### config.mk
export PLATFORM = sky130hd
export DESIGN_NAME = rtcd_core
export DESIGN_NICKNAME = d
export VERILOG_FILES = /design/src/shared/rtcd_pkg.sv /design/src/hw/rtcd_ram.sv /design/src/hw/rtcd_core.sv
export SDC_FILE = /design/constraint.sdc
export NUM_CORES = 1
export LEC_CHECK = 0
export BUFFER_PORTS_ARGS = -buffer_cell sky130_fd_sc_hd__buf_2
export CAP_MARGIN = 20
export CORE_MARGIN = 3
export CORE_UTILIZATION = 45
export CTS_CLUSTER_SIZE = 10
export DETAILED_ROUTE_END_ITERATION = 7
export GPL_TIMING_DRIVEN = 0
export PLACE_DENSITY_LB_ADDON = 0.05
export RECOVER_POWER = 50
export SETUP_SLACK_MARGIN = 0.02
export SYNTH_ARGS = -nofsm -noshare
export SYNTH_HDL_FRONTEND = slang
export SYNTH_HIERARCHICAL = 1
export SYNTH_SLANG_ARGS = --single-unit
### constraint.sdc
create_clock -name clock -period 3.75 [get_ports clock]
set_clock_uncertainty 0.2 [all_clocks]
set_input_delay 0.9375 -clock clock [delete_from_list [all_inputs] [get_ports clock]]
set_output_delay 0.9375 -clock clock [all_outputs]
set_load 0.02 [all_outputs]
### src/shared/rtcd_pkg.sv
// Constants shared by the clock divider, rate selector, interrupt logic and user RAM.
// Assumes a single clock domain; the time base arrives as a one-cycle tick.
package rtcd_pkg;

  // ---------------------------------------------------------------
  // Divider chain
  // ---------------------------------------------------------------
  localparam int DIV_STAGES = 22;
  localparam logic [2:0] DVS_HIGH = 3'h0;
  localparam logic [2:0] DVS_MID = 3'h1;
  localparam logic [2:0] DVS_LOW = 3'h2;
  localparam logic [2:0] DVS_HOLD_A = 3'h6;
  localparam logic [2:0] DVS_HOLD_B = 3'h7;
  localparam int BYPASS_HIGH = 0;
  localparam int BYPASS_MID = 2;
  localparam int BYPASS_LOW = 7;
  localparam logic [4:0] ONE_HZ_STAGE = 5'h15;

  // ---------------------------------------------------------------
  // Rate selector
  // ---------------------------------------------------------------
  localparam logic [3:0] RATE_NONE = 4'h0;
  localparam logic [3:0] RATE_SHARED_FIRST = 4'h3;
  localparam logic [4:0] TAP_OFS_HIGH = 5'h05;
  localparam logic [4:0] TAP_OFS_LOW = 5'h0c;

  // ---------------------------------------------------------------
  // Control word, enable word and flag word layouts
  // ---------------------------------------------------------------
  localparam int SEL_W = 7;
  localparam int SEL_DIV_LSB = 4;
  localparam logic [6:0] SEL_RESET = 7'h60;
  localparam int EN_W = 4;
  localparam int EN_PERIODIC = 3;
  localparam int EN_ALARM = 2;
  localparam int EN_UPDATE = 1;
  localparam int EN_SQW = 0;
  localparam logic [3:0] EN_RESET = 4'h0;
  localparam int FLG_SUMMARY = 7;
  localparam int FLG_PERIODIC = 6;
  localparam int FLG_ALARM = 5;
  localparam int FLG_UPDATE = 4;
  localparam int SRC_N = 3;

  // ---------------------------------------------------------------
  // User RAM map
  // ---------------------------------------------------------------
  localparam int RAM_AW = 6;
  localparam logic [5:0] SECONDS_ADDR = 6'h00;
  localparam logic [5:0] TIME_LAST = 6'h09;
  localparam logic [5:0] CTRL_FIRST = 6'h0a;
  localparam logic [5:0] CTRL_LAST = 6'h0d;
  localparam logic [7:0] SECONDS_MASK = 8'h7f;
  localparam logic [7:0] FULL_MASK = 8'hff;

endpackage : rtcd_pkg

### src/hw/rtcd_ram.sv
// Byte-wide storage for the user RAM locations.
// Assumes the caller gates writes and masks; read data comes from a register.
`timescale 1ns/1ns
module rtcd_ram #(
  parameter int AW = 6,
  parameter int DEPTH = 64
) (
  input wire logic clock,
  input wire logic nrst,
  input wire logic wr_en,
  input wire logic [AW-1:0] addr,
  input wire logic [7:0] wdata,
  input wire logic rd_zero,
  output logic [7:0] rdata
);

  logic [7:0] mem [DEPTH];

  always_ff @(posedge clock) begin
    if (wr_en) begin
      mem[addr] <= wdata;
    end
  end

  // Control and status locations are not storage and read back as zero
  always_ff @(posedge clock or negedge nrst) begin
    if (!nrst) begin
      rdata <= 8'h00;
    end else begin
      rdata <= rd_zero ? 8'h00 : mem[addr];
    end
  end

endmodule : rtcd_ram

### src/hw/rtcd_core.sv
// Time-base divider, rate selector, square-wave pin, interrupt flags and user RAM port.
// Assumes all inputs are synchronous to clock; time_base_tick pulses once per
// time-base cycle; alarm and update-ended events come from outside as pulses.
`timescale 1ns/1ns

module rtcd_core #(
  parameter int DIV_W = rtcd_pkg::DIV_STAGES,
  parameter int RAM_DEPTH = 64
) (
  input wire logic clock,
  input wire logic nrst,
  input wire logic dev_reset,
  input wire logic time_base_tick,
  input wire logic alarm_event,
  input wire logic update_ended_event,
  input wire logic sel_write,
  input wire logic [rtcd_pkg::SEL_W-1:0] sel_wdata,
  input wire logic en_write,
  input wire logic [rtcd_pkg::EN_W-1:0] en_wdata,
  input wire logic flag_read,
  input wire logic ram_wr,
  input wire logic [rtcd_pkg::RAM_AW-1:0] ram_addr,
  input wire logic [7:0] ram_wdata,
  output logic [rtcd_pkg::SEL_W-1:0] sel_value,
  output logic [rtcd_pkg::EN_W-1:0] en_value,
  output logic [7:0] flag_value,
  output logic irq_n,
  output logic square_wave_pin,
  output logic one_hz_tick,
  output logic divider_held,
  output logic [7:0] ram_rdata
);

  // ---------------------------------------------------------------
  // Control fields
  // ---------------------------------------------------------------
  logic [2:0] divider_select;
  logic [3:0] rate_select;
  logic periodic_irq_enable;
  logic alarm_irq_enable;
  logic update_irq_enable;
  logic square_wave_enable;

  assign divider_select = sel_value[rtcd_pkg::SEL_DIV_LSB +: 3];
  assign rate_select = sel_value[3:0];
  assign periodic_irq_enable = en_value[rtcd_pkg::EN_PERIODIC];
  assign alarm_irq_enable = en_value[rtcd_pkg::EN_ALARM];
  assign update_irq_enable = en_value[rtcd_pkg::EN_UPDATE];
  assign square_wave_enable = en_value[rtcd_pkg::EN_SQW];

  // Only power-on resets the selection to SEL_RESET; the device reset leaves it alone
  always_ff @(posedge clock or negedge nrst) begin
    if (!nrst) begin
      sel_value <= rtcd_pkg::SEL_RESET;
    end else if (sel_write) begin
      sel_value <= sel_wdata;
    end
  end

  always_ff @(posedge clock or negedge nrst) begin
    if (!nrst) begin
      en_value <= rtcd_pkg::EN_RESET;
    end else if (dev_reset) begin
      en_value <= rtcd_pkg::EN_RESET;
    end else if (en_write) begin
      en_value <= en_wdata;
    end
  end

  // ---------------------------------------------------------------
  // Divider chain
  // ---------------------------------------------------------------
  logic run_high;
  logic run_mid;
  logic run_low;
  logic next_held;
  logic [DIV_W-1:0] div_step;
  logic [DIV_W-1:0] div;
  logic [DIV_W-1:0] next_div;
  logic div_top_prev;

  assign run_high = divider_select == rtcd_pkg::DVS_HIGH;
  assign run_mid = divider_select == rtcd_pkg::DVS_MID;
  assign run_low = divider_select == rtcd_pkg::DVS_LOW;
  // Test codes are not supported, so they hold the chain like the reset codes
  assign next_held = !(run_high || run_mid || run_low);
  // Bypassing N stages is the same as counting in steps of two to the N
  assign div_step = run_low ? DIV_W'(1 << rtcd_pkg::BYPASS_LOW) :
                    run_mid ? DIV_W'(1 << rtcd_pkg::BYPASS_MID) :
                    DIV_W'(1 << rtcd_pkg::BYPASS_HIGH);
  assign next_div = next_held ? '0 :
                    time_base_tick ? div + div_step : div;

  always_ff @(posedge clock or negedge nrst) begin
    if (!nrst) begin
      div <= '0;
      divider_held <= 1'b1;
      div_top_prev <= 1'b0;
    end else begin
      div <= next_div;
      divider_held <= next_held;
      div_top_prev <= div[rtcd_pkg::ONE_HZ_STAGE];
    end
  end

  // The top stage rises half a second after release and once a second after
  logic next_one_hz;
  assign next_one_hz = div[rtcd_pkg::ONE_HZ_STAGE] && !div_top_prev;

  always_ff @(posedge clock or negedge nrst) begin
    if (!nrst) begin
      one_hz_tick <= 1'b0;
    end else begin
      one_hz_tick <= next_one_hz;
    end
  end

  // ---------------------------------------------------------------
  // Rate selector and square wave
  // ---------------------------------------------------------------
  logic [4:0] tap_idx;
  logic tap;
  logic tap_prev;
  logic rate_on;
  logic periodic_ev;
  logic next_sqw;

  // Low base shifts the two fastest codes down to 256 Hz and 128 Hz
  assign tap_idx = (run_low && rate_select < rtcd_pkg::RATE_SHARED_FIRST) ?
                   5'(rate_select) + rtcd_pkg::TAP_OFS_LOW :
                   5'(rate_select) + rtcd_pkg::TAP_OFS_HIGH;
  assign tap = div[tap_idx];
  assign rate_on = rate_select != rtcd_pkg::RATE_NONE && !divider_held;
  // A selection change may make one short edge; that is tolerated
  assign periodic_ev = rate_on && tap && !tap_prev;
  assign next_sqw = rate_on && square_wave_enable && tap;

  always_ff @(posedge clock or negedge nrst) begin
    if (!nrst) begin
      tap_prev <= 1'b0;
      square_wave_pin <= 1'b0;
    end else begin
      tap_prev <= tap;
      square_wave_pin <= next_sqw;
    end
  end

  // ---------------------------------------------------------------
  // Interrupt flags
  // ---------------------------------------------------------------
  logic [rtcd_pkg::SRC_N-1:0] src_ev;
  logic [rtcd_pkg::SRC_N-1:0] src_en;
  logic [rtcd_pkg::SRC_N-1:0] flag;
  logic [rtcd_pkg::SRC_N-1:0] pend;
  logic [rtcd_pkg::SRC_N-1:0] next_flag;
  logic [rtcd_pkg::SRC_N-1:0] next_pend;
  logic irq_active;
  logic [7:0] snap;

  // Bit order: periodic, alarm, update ended
  assign src_ev = {periodic_ev, alarm_event, update_ended_event};
  assign src_en = {periodic_irq_enable, alarm_irq_enable, update_irq_enable};
  assign irq_active = |(flag & src_en);
  // Events landing in the read cycle wait one cycle so they are never lost
  assign next_pend = flag_read ? src_ev : '0;
  // Events deferred by the previous read were not returned, so this read keeps them
  assign next_flag = flag_read ? pend : (flag | pend | src_ev);

  always_comb begin
    snap = 8'h00;
    snap[rtcd_pkg::FLG_SUMMARY] = irq_active;
    snap[rtcd_pkg::FLG_PERIODIC] = flag[2];
    snap[rtcd_pkg::FLG_ALARM] = flag[1];
    snap[rtcd_pkg::FLG_UPDATE] = flag[0];
  end

  always_ff @(posedge clock or negedge nrst) begin
    if (!nrst) begin
      flag <= '0;
      pend <= '0;
    end else if (dev_reset) begin
      flag <= '0;
      pend <= '0;
    end else begin
      flag <= next_flag;
      pend <= next_pend;
    end
  end

  // Read value is captured once and stands until the next read
  always_ff @(posedge clock or negedge nrst) begin
    if (!nrst) begin
      flag_value <= 8'h00;
    end else if (flag_read) begin
      flag_value <= snap;
    end
  end

  // Enable changes act on the next edge, with no event needed
  always_ff @(posedge clock or negedge nrst) begin
    if (!nrst) begin
      irq_n <= 1'b1;
    end else if (dev_reset) begin
      irq_n <= 1'b1;
    end else begin
      irq_n <= !irq_active;
    end
  end

  // ---------------------------------------------------------------
  // User RAM
  // ---------------------------------------------------------------
  logic addr_ctrl;
  logic addr_time;
  logic ram_we;
  logic [7:0] ram_wmasked;

  assign addr_ctrl = ram_addr >= rtcd_pkg::CTRL_FIRST && ram_addr <= rtcd_pkg::CTRL_LAST;
  assign addr_time = ram_addr <= rtcd_pkg::TIME_LAST;
  // User bytes never lock; time bytes are storage only while the chain is held
  assign ram_we = ram_wr && !addr_ctrl && (!addr_time || divider_held);
  assign ram_wmasked = ram_wdata & ((ram_addr == rtcd_pkg::SECONDS_ADDR) ?
                       rtcd_pkg::SECONDS_MASK : rtcd_pkg::FULL_MASK);

  rtcd_ram #(
    .AW(rtcd_pkg::RAM_AW),
    .DEPTH(RAM_DEPTH)
  ) u_ram (
    .clock(clock),
    .nrst(nrst),
    .wr_en(ram_we),
    .addr(ram_addr),
    .wdata(ram_wmasked),
    .rd_zero(addr_ctrl),
    .rdata(ram_rdata)
  );
endmodule : rtcd_core

== Word-level counts from Yosys, hierarchy flattened ==
Memories as Yosys holds them, arrays and structs flattened.
Cells that the tools add are included.
Word-level totals
  input bits: 35
  register bits after elaboration: 57
  logic and storage cells: 72
  memories kept: 1
  bits in writable memories: 512
Operators by class
  bitwise gates (word level): 4
  $add $sub $neg: 3
  equal/unequal tests: 3
  mux-type cells: 18
  magnitude comparators: 5
  reductions and logical operators: 25
Memory list
  u_ram.mem: words 64, bits a word 8, read ports 1, clocked after memory_dff 0, wr ports 1, line rtcd_ram.sv:17  | logic [7:0] mem [DEPTH];
Operators with widths (number)
  22-bit 2-to-1 mux: 2
  8-bit 2-to-1 mux: 3
  22-bit by 8-bit adder with 22-bit output: 1
  3-bit 2-to-1 mux: 5
  6-bit by 4-bit less-or-equal comparator with 1-bit output (second input constant): 2
  1-bit logical AND: 10
  8-bit AND: 1
  4-bit 2-to-1 mux: 2
  1-bit logical NOT: 7
  6-bit by 4-bit greater-or-equal comparator with 1-bit output (second input constant): 1
  6-bit logical NOT: 1
  5-bit by 6-bit < comparator with 1-bit output (second input constant): 1
  3-bit bitwise OR: 2
  4-bit by 3-bit adder with 5-bit output (second input constant): 1
  4-bit by 4-bit adder with 5-bit output (second input constant): 1
  1-bit binary-select mux with 5-bit select: 1
  5-bit 2-to-1 mux: 1
  4-bit by 2-bit < comparator with 1-bit output (second input constant): 1
  1-bit 2-to-1 mux: 4
  4-bit nonzero test: 1
  3-bit AND: 1
  3-bit by 1-bit equality test with 1-bit output (second input constant): 1
  3-bit by 2-bit equality test with 1-bit output (second input constant): 1
  3-bit logical NOT: 1
  4 further kinds: 6

== Depth between registers and ports, before layout ==
  depth in word-level cells: 10
  mapped depth: 12
  mapped depth without buffers: 12

== Modules after synthesis ==
The synthesis kept the hierarchy.
By module, submodules not included
  rtcd_ram: area an instance 20114.3 µm², cells each 1165, instances 1
  rtcd_core: area an instance 2757.6 µm², cells each 280, instances 1

== Worst setup path after synthesis ==
Ideal clock, no wire load.
  path type: input port to flip-flop
  start point: in ram_addr[0] in the netlist's numbering
  end point: mem u_ram.mem[0][7] (data pin)
  library setup time: 725 ps
  slack: -772 ps
  stages: 2
  path buffers: 0
  arrival: 3597 ps
  required time: 2825 ps
  path through: nor4_1 > a21boi_0
Between the ends
  longest elaborated chain between the ends: 3
RTL lines
  from (decl): line rtcd_core.sv:22  | input wire logic [rtcd_pkg::RAM_AW-1:0] ram_addr,
  6-bit logical NOT: line rtcd_core.sv:222  | assign ram_wmasked = ram_wdata & ((ram_addr == rtcd_pkg::SECONDS_ADDR) ?
  8-bit 2-to-1 mux: line rtcd_core.sv:222
  8-bit AND: line rtcd_core.sv:222
  named net ram_wmasked[7]: line rtcd_core.sv:216  | logic [7:0] ram_wmasked;
  to (decl): line rtcd_ram.sv:17
The timed path passes the listed nets, and every way through them passes these cells.

== Worst setup path in the final report ==
  start point: in ram_addr[0] in the netlist's numbering
  end point: mem u_ram.mem[32][0] (enable)
Between the ends
  longest elaborated chain between the ends: 7
  elaborated cells between the ends (all ways): 11
RTL lines
  6-bit by 4-bit greater-or-equal comparator with 1-bit output / 6-bit by 4-bit less-or-equal comparator with 1-bit output (equally long branches): line rtcd_core.sv:218  | assign addr_ctrl = ram_addr >= rtcd_pkg::CTRL_FIRST && ram_addr <= rtcd_pkg::CTRL_LAST;
  1-bit logical AND: line rtcd_core.sv:218
  1-bit logical NOT: line rtcd_core.sv:221  | assign ram_we = ram_wr && !addr_ctrl && (!addr_time || divider_held);
  1-bit logical AND (2 in a row): line rtcd_core.sv:221
  1-bit 2-to-1 mux: line rtcd_ram.sv:20  | if (wr_en) begin
  1-bit 2-to-1 mux (not written as such): line rtcd_ram.sv:21  | mem[addr] <= wdata;
Several ways; a longest one is shown, not always the timed one.

==> out/metrics.csv <==
stage;metric;value;unit
run_status;outcome;complete, but fails checks;
run_status;failing checks;max-capacitance violations, max-slew violations, negative setup slack;
clocking;Post-CTS Hold Buffers;0;
sta;Min Hold Slack;207;ps
synthesis;register area share after synthesis;73.5;%
global_routing;largest net degree at the start of global routing;58;
power_and_ir_drop;PwrDens;530;nW/um^2
route;Pre-antenna DRT Iters;5;
sta;Tcrit/Tclk final;101;%
clocking;CTS H-tree depth;3;
clocking;Reg clk slew, reported paths;50;ps
sta;Slew Limit Fails;338;
synthesis;leading cell type by number of instances after synthesis;edfxtp_1;
power_and_ir_drop;Sw Share;22.9;%
clocking;clock root buffer;clkbuf_16;
place;Post-Place Cell Area;24200;sq um
synthesis;Mapped Cells;1445;
synthesis;ys flop type;edfxtp_1;
power_and_ir_drop;NetSw;0.00321;W
synthesis;Async SR Flop Fraction;10.0;%
job;max_cap viols;8;
synthesis;yosys warns;6;
layout;post-route cell area;26500;sq um
synthesis;list of most frequent post-synthesis cells;edfxtp_1 (512), nor2_1 (132), a221oi_1 (76);
synthesis;Synth area leaders;edfxtp_1 (67%), dfrtp_1 (5.8%), mux2i_1 (3.1%), a221oi_1 (2.9%), a22oi_1 (2.2%);
power_and_ir_drop;P_leak;8.79;nW
min_path;Hold Path Class;reg -> reg;
route;final WL;71900;um
global_routing;GR Overflow Total;0;
sta;setup ws final;-24.9;ps
synthesis;syn avg cell area;15.8;sq um
route;DRT iter0 DRCs;1840;
clocking;TritonCTS buffer count;68;
global_routing;vias in the first global route;13876;
layout;# diodes;0;
route;wire per inst;31.5;um
sta;Slew HR;-74.6;%
clocking;worst-skew pair later-pin latency;610;ps
sta;maximum clock rate;0.265;GHz
die;I/O pins;66;
die;Starting Density;46.2;%
place;final HPWL from detailed placement;48200;um
die;Core Area;49600;sq um
power_and_ir_drop;clock share of power;42.3;%
layout;layout cells sized above 1;19.7;%
place;number of port buffers;60;
place;dpl cells;2181;
route;Final ANT Viol Nets;0;
layout;Fillers;4056;
route;DR vias/cell;6.29;
route;Post-route DRC;0;
sta;fin crit period;3770;ps
layout;final cell count without fillers;2285;
synthesis;mapped cell area;22900;sq um
sta;Hold Vio Cnt, Final;0;
place;routability cong.;0.928;
layout;Syn-to-layout area delta;15.8;%
sta;Least-Margin Pin Slew;2620;ps
worst_setup_path;critical path data arrival time;3790;ps
worst_setup_path;crit-path max FO;10;
die;Die Y;231;um
power_and_ir_drop;Max rail drop VDD;355;uV
die;die footprint;53600;sq um
route;via count;14384;
synthesis;synthesis-stage register bit count;569;
worst_setup_path;CP endpoint kind;flop;
global_routing;gr usage total;27.0;%
synthesis;number of synthesized flops with an enable pin;512;
synthesis;post-synthesis cell type count;79;
power_and_ir_drop;Reg power frac;50.1;%
global_routing;antenna violations before repair;3;
synthesis;Yosys top cell area share;67.2;%
layout;Final Core Density;53.5;%
clocking;clock sink count;569;
die;Rows;81;
sta;RSZ-0062 raised after global routing;true;
power_and_ir_drop;Pint;0.0108;W
worst_setup_path;Crit path required time;3770;ps
die;die width;231;um
global_routing;first-pass GRT wire length;102000;um
worst_setup_path;crit path kind;in -> reg;
layout;Nets;1634;
power_and_ir_drop;combinational power share;7.6;%
clocking;CTS tree;done;
clocking;Max Root-Sink Buffers;3;
worst_setup_path;CP startpoint kind;primary input;
sta;final setup vio count;32;
synthesis;Yosys top cell by area;edfxtp_1;
-- logic make-up after synthesis --
logic type | share of synthesized area, %
mux | 5.25
flops | 73.5
other cells | 0.0164
xor+xnor | 0.804
fa+ha+maj | 0.547
simple gates | 5.33
buf+inv | 2.41
compound gates | 12.2
-- state kept, by name (all words and copies together), names as in the netlist --
register,count
div,22
div_top_prev,1
divider_held,1
en_value,4
flag,3
flag_value,4
irq_n,1
one_hz_tick,1
pend,3
sel_value,7
square_wave_pin,1
tap_prev,1
u_ram/mem,512
u_ram/rdata,8
-- metal layers --
metal  part of all wire [%]  GRT usage (%)  up-vias
li1                       -              -     6111
met1                     43           39.1     7427
met2                     46           41.4      723
met3                    8.6           5.43      123
met4                    3.2           8.33        0
met5                      0              0        -
-- area by class of cell --
type	instances	area, sq um	share of cell area, %
flip-flops and latches	569	16800	63.4
multi-input cells	766	5920	22.4
clock buffers	97	1890	7.15
well taps	664	831	3.14
plain buffers	101	512	1.93
repair buffers	73	435	1.64
clock inverters	5	52.6	0.198
inverters	10	37.5	0.142
-- worst paths after layout --
kind / start / to / slack (ps) / cells past startpoint
worst min register to register: div_top_prev$_DFF_PN0_ / one_hz_tick$_DFF_PN0_ / 210 / 1
min in group asynchronous: nrst / u_ram/rdata[4]$_DFF_PN0_ / 540 / 1
max in group asynchronous: nrst / flag_value[4]$_DFFE_PN0P_ / 1800 / 1
worst max-delay path: ram_addr[0] / u_ram/mem[32][0]$_DFFE_PP_ / -20 / 7
worst max register to register: sel_value[2]$_DFFE_PN0P_ / flag[2]$_DFF_PN0_ / 220 / 11
worst min-delay path: div_top_prev$_DFF_PN0_ / one_hz_tick$_DFF_PN0_ / 210 / 1
-- power by group through the flow --
| stage | combinational (W) | sequential (W) | clock (W) |
|---|---|---|---|
| after floorplan | 0.000504 | 0.00717 | 0 |
| after global placement | 0.00101 | 0.00715 | 0 |
| after detailed placement | 0.00104 | 0.00714 | 0 |
| after CTS | 0.00107 | 0.00702 | 0.00604 |
| after global routing | 0.00112 | 0.00702 | 0.00630 |
| final | 0.00107 | 0.00702 | 0.00594 |
-- stage by stage --
stage | power [W] | setup TNS, ps | setup WS [ps]
4_1_cts | 0.0141 | -2590 | -71.8
5_1_grt | 0.0144 | -1490 | -36.0
3_5_place_dp | 0.00819 | -481010 | -1590
6_report | 0.0140 | -400 | -24.9
3_3_place_gp | 0.00816 | -613650 | -2180
2_1_floorplan | 0.00768 | 0 | 307
-- timing repair --
item                                   CTS  global route
pin swaps                                2             3
buffers inserted                         3             1
resized for setup                       87            26
setup endpoints to repair              296           316
endpoints found under the hold margin    0             0
-- worst max-delay path: stages --
cell,delay [ps]
buf_2,120
buf_4,190
nor2_1,500
buf_4,350
buf_2,370
nand2_1,570
nor2_2,720
-- cell usage in the layout (no fill, tap or decap), types with 5 or more instances in the layout --
master / instances
nor2b_1: 9
clkbuf_1: 69
edfxtp_1: 512
a31oi_1: 12
mux2_2: 17
a41oi_1: 5
xnor2_1: 5
a22oi_1: 66
inv_1: 7
nor2_4: 37
a221o_1: 5
a211oi_1: 12
a221oi_1: 76
mux4_2: 13
a22o_1: 15
nand2_1: 41
nand4_1: 5
ha_1: 10
o22ai_1: 27
buf_1: 5
o221ai_1: 9
nand3_1: 11
mux2i_1: 70
buf_2: 98
nor2_2: 27
buf_4: 14
o21ai_1: 8
dfrtp_1: 53
nor3_1: 17
o21ai_0: 32
o22a_1: 21
nor2_1: 69
xor2_1: 16
and3_1: 9
clkbuf_16: 71
a21oi_1: 35
No activity file was read; power rests on OpenSTA's default activity.
